===== src/hw/dptu_pkg.sv =====
package dptu_pkg;

  // Bus geometry
  localparam int unsigned ADDR_W = 8;
  localparam int unsigned DATA_W = 32;

  // Register byte offsets
  localparam logic [7:0] OFS_CONTROL = 8'h00;
  localparam logic [7:0] OFS_PERIOD1 = 8'h04;
  localparam logic [7:0] OFS_PERIOD2 = 8'h08;
  localparam logic [7:0] OFS_DUTY1   = 8'h0c;
  localparam logic [7:0] OFS_DUTY2   = 8'h10;
  localparam logic [7:0] OFS_STATUS  = 8'h14;
  localparam logic [7:0] OFS_CLEAR   = 8'h18;
  localparam logic [7:0] OFS_ENABLE  = 8'h1c;

  // Control register field positions
  localparam int unsigned CTL_PRE1_LSB = 0;
  localparam int unsigned CTL_PRE2_LSB = 2;
  localparam int unsigned CTL_GATE1    = 4;
  localparam int unsigned CTL_GATE2    = 5;
  localparam int unsigned CTL_OUT1_EN  = 6;
  localparam int unsigned CTL_OUT2_EN  = 7;

  // Reset values
  localparam logic [7:0] CONTROL_RESET = 8'h00;

  // Prescale terminal counts (ratio minus one) for codes 00..11
  localparam logic [5:0] PRE_TERM_2  = 6'h01;
  localparam logic [5:0] PRE_TERM_8  = 6'h07;
  localparam logic [5:0] PRE_TERM_32 = 6'h1f;
  localparam logic [5:0] PRE_TERM_64 = 6'h3f;

  // Last of the four sub-count steps per counter increment
  localparam logic [1:0] QUARTER_LAST = 2'h3;

  // AXI responses
  localparam logic [1:0] RESP_OKAY   = 2'h0;
  localparam logic [1:0] RESP_SLVERR = 2'h2;

  // Per-channel configuration as carried to the channel logic
  typedef struct packed {
    logic       out_en;
    logic       gate;
    logic [1:0] prescale;
  } dptu_chan_cfg_t;

  // AXI4-Lite request / answer groups
  typedef struct packed {
    logic [ADDR_W-1:0] awaddr;
    logic              awvalid;
    logic [DATA_W-1:0] wdata;
    logic [3:0]        wstrb;
    logic              wvalid;
    logic              bready;
    logic [ADDR_W-1:0] araddr;
    logic              arvalid;
    logic              rready;
  } dptu_axi_req_t;

  typedef struct packed {
    logic              awready;
    logic              wready;
    logic              bvalid;
    logic [1:0]        bresp;
    logic              arready;
    logic              rvalid;
    logic [DATA_W-1:0] rdata;
    logic [1:0]        rresp;
  } dptu_axi_rsp_t;

endpackage


===== src/hw/dptu_top.sv =====
// Local design decisions: register access over AXI4-Lite and the placing of the registers.
`timescale 1ns/1ps
module dptu_top #(
  parameter int unsigned CNT_W = 10
) (
  // Clock and reset
  input  wire logic                    clock,
  input  wire logic                    rst_b,
  // Register bus
  input  wire dptu_pkg::dptu_axi_req_t axi_req,
  output dptu_pkg::dptu_axi_rsp_t      axi_rsp,
  // Modulated outputs and interrupt
  output logic                         modulated_output_1,
  output logic                         modulated_output_2,
  output logic                         irq
);
  import dptu_pkg::*;

  // Elaboration check: counter must fit in the 16-bit data lanes used
  if (CNT_W < 2 || CNT_W > 16) begin : g_bad_width
    $error("dptu_top: CNT_W must lie between 2 and 16");
  end

  // Reset synchroniser; release is clocked, assertion is immediate
  logic rst_meta_b;
  logic rst_sync_b;
  always_ff @(posedge clock or negedge rst_b) begin
    if (!rst_b) begin
      rst_meta_b <= 1'b0;
      rst_sync_b <= 1'b0;
    end else begin
      rst_meta_b <= 1'b1;
      rst_sync_b <= rst_meta_b;
    end
  end

  // Software-visible state
  logic [7:0]       pwm_timer_control;
  logic [CNT_W-1:0] period_register [2];
  logic [CNT_W-1:0] duty_register   [2];
  logic [1:0]       period_match_flag;
  logic [1:0]       interrupt_enable_register;
  logic [1:0]       match_pulse;

  // Write channel holding registers
  logic              aw_held;
  logic              w_held;
  logic [ADDR_W-1:0] aw_addr;
  logic [DATA_W-1:0] w_data;
  logic [3:0]        w_strb;
  logic              do_write;
  logic [1:0]        clear_req;

  // Per-channel configuration split out of the control register
  dptu_chan_cfg_t chan_cfg [2];
  assign chan_cfg[0] = '{out_en:   pwm_timer_control[CTL_OUT1_EN],
                         gate:     pwm_timer_control[CTL_GATE1],
                         prescale: pwm_timer_control[CTL_PRE1_LSB +: 2]};
  assign chan_cfg[1] = '{out_en:   pwm_timer_control[CTL_OUT2_EN],
                         gate:     pwm_timer_control[CTL_GATE2],
                         prescale: pwm_timer_control[CTL_PRE2_LSB +: 2]};

  // Answer-side state; the bus struct has a single driver below
  logic              b_valid;
  logic [1:0]        b_resp;
  logic              r_valid;
  logic [DATA_W-1:0] r_data;
  logic [1:0]        r_resp;
  logic              aw_ready;
  logic              w_ready;
  logic              ar_ready;

  // Handshake outputs; each direction takes nothing new while its own response is pending
  assign aw_ready = !aw_held && !b_valid;
  assign w_ready  = !w_held && !b_valid;
  assign ar_ready = !r_valid;
  assign do_write = aw_held && w_held && !b_valid;

  // Whole answer struct assembled in one place
  assign axi_rsp = '{awready: aw_ready, wready: w_ready, bvalid: b_valid,
                     bresp: b_resp, arready: ar_ready, rvalid: r_valid,
                     rdata: r_data, rresp: r_resp};

  // Address and data captured in either order
  always_ff @(posedge clock or negedge rst_sync_b) begin
    if (!rst_sync_b) begin
      aw_held <= 1'b0;
      w_held  <= 1'b0;
      aw_addr <= '0;
      w_data  <= '0;
      w_strb  <= '0;
    end else begin
      if (axi_req.awvalid && axi_rsp.awready) begin
        aw_held <= 1'b1;
        aw_addr <= axi_req.awaddr;
      end else if (do_write) begin
        aw_held <= 1'b0;
      end
      if (axi_req.wvalid && axi_rsp.wready) begin
        w_held <= 1'b1;
        w_data <= axi_req.wdata;
        w_strb <= axi_req.wstrb;
      end else if (do_write) begin
        w_held <= 1'b0;
      end
    end
  end

  // Write response; unmapped or read-only targets answer SLVERR
  always_ff @(posedge clock or negedge rst_sync_b) begin
    if (!rst_sync_b) begin
      b_valid <= 1'b0;
      b_resp  <= RESP_OKAY;
    end else if (do_write) begin
      b_valid <= 1'b1;
      unique case (aw_addr)
        OFS_CONTROL, OFS_PERIOD1, OFS_PERIOD2, OFS_DUTY1, OFS_DUTY2,
        OFS_CLEAR, OFS_ENABLE: b_resp <= RESP_OKAY;
        default:               b_resp <= RESP_SLVERR;
      endcase
    end else if (axi_req.bready) begin
      b_valid <= 1'b0;
    end
  end

  // Merge byte lanes 0 and 1 into an old value
  function automatic logic [15:0] lane_merge(input logic [15:0] old,
                                             input logic [31:0] data,
                                             input logic [3:0]  strb);
    logic [15:0] res;
    res = old;
    if (strb[0]) res[7:0]  = data[7:0];
    if (strb[1]) res[15:8] = data[15:8];
    return res;
  endfunction

  // Control and interrupt enable registers
  always_ff @(posedge clock or negedge rst_sync_b) begin
    if (!rst_sync_b) begin
      pwm_timer_control         <= CONTROL_RESET;
      interrupt_enable_register <= '0;
    end else if (do_write) begin
      if (aw_addr == OFS_CONTROL && w_strb[0]) begin
        pwm_timer_control <= w_data[7:0];
      end
      if (aw_addr == OFS_ENABLE && w_strb[0]) begin
        interrupt_enable_register <= w_data[1:0];
      end
    end
  end

  // Period and duty registers; duty accepted at any time
  always_ff @(posedge clock or negedge rst_sync_b) begin
    if (!rst_sync_b) begin
      period_register <= '{default: '0};
      duty_register   <= '{default: '0};
    end else if (do_write) begin
      unique case (aw_addr)
        OFS_PERIOD1: period_register[0] <= CNT_W'(lane_merge(
                       16'(period_register[0]), w_data, w_strb));
        OFS_PERIOD2: period_register[1] <= CNT_W'(lane_merge(
                       16'(period_register[1]), w_data, w_strb));
        OFS_DUTY1:   duty_register[0] <= CNT_W'(lane_merge(
                       16'(duty_register[0]), w_data, w_strb));
        OFS_DUTY2:   duty_register[1] <= CNT_W'(lane_merge(
                       16'(duty_register[1]), w_data, w_strb));
        default: ;
      endcase
    end
  end

  // Write-one-to-clear request for the match flags
  assign clear_req = (do_write && aw_addr == OFS_CLEAR && w_strb[0]) ?
                     w_data[1:0] : 2'b00;

  // Sticky match flags; a match in the clearing cycle wins
  always_ff @(posedge clock or negedge rst_sync_b) begin
    if (!rst_sync_b) begin
      period_match_flag <= '0;
    end else begin
      period_match_flag <= (period_match_flag & ~clear_req) | match_pulse;
    end
  end

  // Level interrupt while any enabled flag is set
  assign irq = |(period_match_flag & interrupt_enable_register);

  // Read path; counters are deliberately not mapped
  always_ff @(posedge clock or negedge rst_sync_b) begin
    if (!rst_sync_b) begin
      r_valid <= 1'b0;
      r_data  <= '0;
      r_resp  <= RESP_OKAY;
    end else if (axi_req.arvalid && ar_ready) begin
      r_valid <= 1'b1;
      r_resp  <= RESP_OKAY;
      unique case (axi_req.araddr)
        OFS_CONTROL: r_data <= DATA_W'(pwm_timer_control);
        OFS_PERIOD1: r_data <= DATA_W'(period_register[0]);
        OFS_PERIOD2: r_data <= DATA_W'(period_register[1]);
        OFS_DUTY1:   r_data <= DATA_W'(duty_register[0]);
        OFS_DUTY2:   r_data <= DATA_W'(duty_register[1]);
        OFS_STATUS:  r_data <= DATA_W'(period_match_flag);
        OFS_ENABLE:  r_data <= DATA_W'(interrupt_enable_register);
        OFS_CLEAR:   r_data <= '0; // Write-only, reads zero
        default: begin
          r_data <= '0;
          r_resp <= RESP_SLVERR;
        end
      endcase
    end else if (axi_req.rready) begin
      r_valid <= 1'b0;
    end
  end

  // Prescale code to terminal count
  function automatic logic [5:0] pre_term(input logic [1:0] code);
    logic [5:0] t;
    unique case (code)
      2'h0: t = PRE_TERM_2;
      2'h1: t = PRE_TERM_8;
      2'h2: t = PRE_TERM_32;
      2'h3: t = PRE_TERM_64;
    endcase
    return t;
  endfunction

  logic [1:0] pwm_level;

  // One timing channel per output
  for (genvar ch = 0; ch < 2; ch++) begin : g_chan
    logic [5:0]       pre_cnt;
    logic [1:0]       quarter;
    logic [CNT_W-1:0] channel_counter;
    logic [CNT_W-1:0] duty_latch;
    logic             level;
    logic             tick;
    logic             at_period;
    logic [CNT_W+1:0] fine_next;

    // Prescaled tick; a stopped gate holds everything still
    assign tick = chan_cfg[ch].gate &&
                  pre_cnt == pre_term(chan_cfg[ch].prescale);
    assign at_period = channel_counter == period_register[ch] &&
                       quarter == QUARTER_LAST;
    assign fine_next = {channel_counter, quarter} + (CNT_W+2)'(1);
    assign match_pulse[ch] = tick && at_period;

    // Prescaler; async reset clears it
    always_ff @(posedge clock or negedge rst_sync_b) begin
      if (!rst_sync_b) begin
        pre_cnt <= '0;
      end else if (tick) begin
        pre_cnt <= '0;
      end else if (chan_cfg[ch].gate) begin
        pre_cnt <= pre_cnt + 6'h01;
      end
    end

    // Counter with a two-bit sub-step below it: four ticks per count
    always_ff @(posedge clock or negedge rst_sync_b) begin
      if (!rst_sync_b) begin
        channel_counter <= '0;
        quarter         <= '0;
      end else if (tick) begin
        if (at_period) begin
          channel_counter <= '0;
          quarter         <= '0;
        end else begin
          channel_counter <= fine_next[CNT_W+1:2];
          quarter         <= fine_next[1:0];
        end
      end
    end

    // Duty latch loads only at the period match
    always_ff @(posedge clock or negedge rst_sync_b) begin
      if (!rst_sync_b) begin
        duty_latch <= '0;
      end else if (tick && at_period) begin
        duty_latch <= duty_register[ch];
      end
    end

    // Output level: set at match unless duty is zero, cleared at duty
    always_ff @(posedge clock or negedge rst_sync_b) begin
      if (!rst_sync_b) begin
        level <= 1'b0;
      end else if (tick) begin
        if (at_period) begin
          level <= duty_register[ch] != '0;
        end else if (fine_next == (CNT_W+2)'(duty_latch)) begin
          level <= 1'b0;
        end
      end
    end

    // Pin driven only while its output enable is set
    assign pwm_level[ch] = level && chan_cfg[ch].out_en;
  end

  // Output pins
  assign modulated_output_1 = pwm_level[0];
  assign modulated_output_2 = pwm_level[1];

endmodule // dptu_top


===== config.mk =====
export PLATFORM = sky130hd
export DESIGN_NAME = dptu_top
export DESIGN_NICKNAME = d
export VERILOG_FILES = /design/src/hw/dptu_pkg.sv /design/src/hw/dptu_top.sv
export SDC_FILE = /design/constraint.sdc
export NUM_CORES = 1
export LEC_CHECK = 0
export BUFFER_PORTS_ARGS = -buffer_cell sky130_fd_sc_hd__clkbuf_2
export CORE_MARGIN = 2
export CORE_UTILIZATION = 50
export DETAILED_ROUTE_END_ITERATION = 10
export HOLD_SLACK_MARGIN = 0.08
export PLACE_DENSITY = 0.71
export SETUP_SLACK_MARGIN = 0.5
export SLEW_MARGIN = 20
export SYNTH_ARGS = -nofsm -noshare
export SYNTH_HDL_FRONTEND = slang
export SYNTH_SLANG_ARGS = --single-unit

===== constraint.sdc =====
create_clock -name clock -period 11.4 [get_ports clock]
set_input_delay 2.28 -clock clock [delete_from_list [all_inputs] [get_ports clock]]
set_output_delay 2.28 -clock clock [all_outputs]
set_load 0.05 [all_outputs]

==> run metrics <==
status=finished, final reports clean; Core ar.=between 15,000 and 20,000 um2; number of flops mapped to enable cells by yosys=0; Resize count post-CTS=0; Critical Path Source Type=primary input; vias in the first global route=between 5,000 and 6,000; post-synthesis cell count=~730; Clock Skew=roughly 0.017 ns; final worst-path cycle share=roughly a third; Slew HR=25.9%; height of the chip=128 um; IO Count=around 100; Cell Rows=45; Async S/R FF share, synth=100%; initial core utilization=between 50% and 60%; final setup vio count=0; # diodes=0; Die X=128 um; slowest library cell on the worst path=a311oi_1; number of remaining DRC errors=0; die area=around 16,000 um2; antenna viol nets, final=0; Met2 Wirelength=approximately 8.4 mm; grt total ovfl=0; Design Power=between 1.5 and 2 mW; mean number of vias per cell=slightly below 6; clk slew on worst S/H paths=~0.06 ns; Pleak=about 3.9 nW; IO buf count=54; total wire length=about 17 mm; slowest stage delay, CP=between 0.8 and 0.9 ns; deepest clock path buffer count=2; pin count of the biggest net entering global routing=77; Overall Global Routing Usage=between 20% and 30%; Worst R2R Path Depth=5; Data arrival, critical path=4.11 ns; Hold Buf Count CTS=0; WHS=between 0.3 and 0.4 ns; setup repair after global routing missed its margin=no; DR pass1 iterations=5; R2R Path End=duty_register[1]$_DFFE_PN0P_; HPWL Detailed=around 12 mm; power per cell area=178 nW/um2; Syn Std Cell Area=7680 um2; Slew Viols, Final=0; first-pass GRT wire length=approximately 29 mm; worst slew pin tran=approximately 1.1 ns; DR WL/cell=between 15 and 20 um; worst skew pair latency=approximately 0.43 ns; Iteration-0 DRC Markers=approximately 390; Final Non-Filler Cells=about 950; post-CTS setup buffer count=0; Synth Register Bits=about 150; M1 WL=7.60 mm; reg2reg start=b_valid$_DFFE_PN0P_; Inserted Clock Buffers=17; min cycle time layout=3.75 ns; fin nets=816; maximum vdd drop=just under 0.2 mV; crit-path cells=clkbuf_2, inv_1, a311oi_1, buf_4, a22o_1; crit path kind=in2reg; post-route setup TNS=0 ns; CTS tree=built; CP Capture Type=flop; via count=about 5,700; Highest Signal Layer=met4; Final GP Congestion=between 0.8 and 0.9; initial antenna violation count=0; hold path depth=0; share of cells above drive strength 1=a little under a quarter; Crit Path Max Fanout=17; Syn-to-layout area delta=10.8%; met3 WL=906 um; ys flop type=dfrtp_1; FF-to-FF setup slack=8.65 ns; Unique masters post-synth=51; Hold Path Class=reg2reg; hold_sp=rst_meta_b$_DFF_PN0_; post-synthesis sequential area ratio=between 40 and 50%; Crit path required time=about 12 ns; CTS sink count=around 150; syn avg cell area=10.5 um2; final hold vios=0; H-tree Lvls=4; # placed instances=around 900; # Max-Cap Violations=0; CTS root buffer=clkbuf_16; Worst Hold Path EP=rst_sync_b$_DFF_PN0_; Synthesis Warnings=0; Peak Freq=between 200 and 300 MHz
-- registers in the layout (all words and copies together) (netlist names), 2 cells and up --
register	flops
aw_addr	8
interrupt_enable_register	2
g_chan.duty_latch	20
period_match_flag	2
g_chan.channel_counter	20
w_strb	2
duty_register	20
w_data	10
period_register	20
pwm_timer_control	8
r_data	10
g_chan.pre_cnt	12
g_chan.quarter	4
g_chan.level	2
-- logic make-up (layout without fill, tap and decap cells) --
kind of cell,Yosys count,in the layout,synth area share [%]
and+or+nand+nor,220,220,14.7
DFF,148,148,48.2
AOI/OAI and AO/OA,114,114,9.83
muxes,98,98,14.4
buffers and inverters,86,100,5.70
xor gates and xnor gates,56,56,6.39
adders and majority gates,4,4,0.652
other,2,25,0.0978
-- final cells by class --
cell class,count,area (um2)
clock inverters,12,155
repair buffers,56,285
fillers,1266,6580
flip-flops and latches,148,3710
multi-input cells,517,3620
inverters,13,48.8
clock buffers,19,453
well taps,188,235
-- metal layers --
metal  vias up  GRT usage, %
li1       2584             -
met1      2831          29.8
met2       202          35.9
met3        36          5.01
met4         0          8.99
met5         -             0
-- worst max-delay path by stage --
stage / start / endpoint / slack (ns) / cells past startpoint
after global placement: axi_req[4] / r_data[9]$_DFFE_PN0P_ / 7.34 / 5
after global routing: axi_req[7] / r_data[5]$_DFFE_PN0P_ / 7.52 / 7
after floorplan: rst_sync_b$_DFF_PN0_ / aw_addr[0]$_DFFE_PN0P_ / 6.97 / 0
after detailed placement: axi_req[4] / r_data[6]$_DFFE_PN0P_ / 7.25 / 5
after CTS: axi_req[4] / r_data[5]$_DFFE_PN0P_ / 7.73 / 5
final: axi_req[4] / r_data[5]$_DFFE_PN0P_ / 7.65 / 5
-- cell usage after synthesis (4+ instances only) --
cell type	instances	area (um2)
nand3b_1	5	37.5
xnor2_1	41	359
mux2_2	82	923
mux2i_1	14	140
ha_1	4	50.1
nand3_1	24	120
inv_1	13	48.8
nor3_1	16	80.1
nor4_1	12	75.1
a22o_1	13	114
buf_2	5	25.0
dfrtp_1	148	3700
a22oi_1	8	60.1
and2_1	12	75.1
nand2b_1	6	37.5
nor2b_1	8	50.1
a21o_1	4	30.0
buf_1	5	18.8
xor2_1	15	131
buf_4	29	218
o211ai_1	8	60.1
clkbuf_1	34	128
and4_1	5	43.8
or4_1	4	30.0
a21oi_1	8	40.0
nor2_1	35	131
o31ai_1	12	90.1
nand2_1	63	236
o21ai_0	47	235
and3_1	6	37.5
nand4_1	13	81.3
-- critical path, delay by kind of cell --
| family | cells | cell delay [ns] |
|---|---|---|
| AO/OA/AOI/OAI | 2 | 1.01 |
| buffers and inverters | 3 | 0.82 |
-- layout by cell type, fill, tap and decap left out, drive strengths merged, types with 15 or more instances in the layout --
| master | count |
|---|---|
| dfrtp | 148 |
| mux2 | 82 |
| clkbuf | 73 |
| nand2 | 63 |
| o21ai | 47 |
| xnor2 | 41 |
| nor2 | 35 |
| conb | 25 |
| nand3 | 24 |
| nor3 | 16 |
| xor2 | 15 |
-- power breakdown --
group	internal, mW	switching (mW)
combinational	0.103	0.139
sequential	0.599	0.103
clock	0.354	0.217
total	1.06	0.458
-- per-stage QoR --
step | utilization, % | area, um2 | setup WS (ns)
floorplan | - | 7760 | 6.97
global placement | 52.3 | 7900 | 7.34
detailed placement | 52.3 | 7900 | 7.25
CTS | 56.4 | 8510 | 7.73
global route | 56.4 | 8510 | 7.52
finish | 56.4 | 8510 | 7.65
No activity file was read; power rests on OpenSTA's default activity.
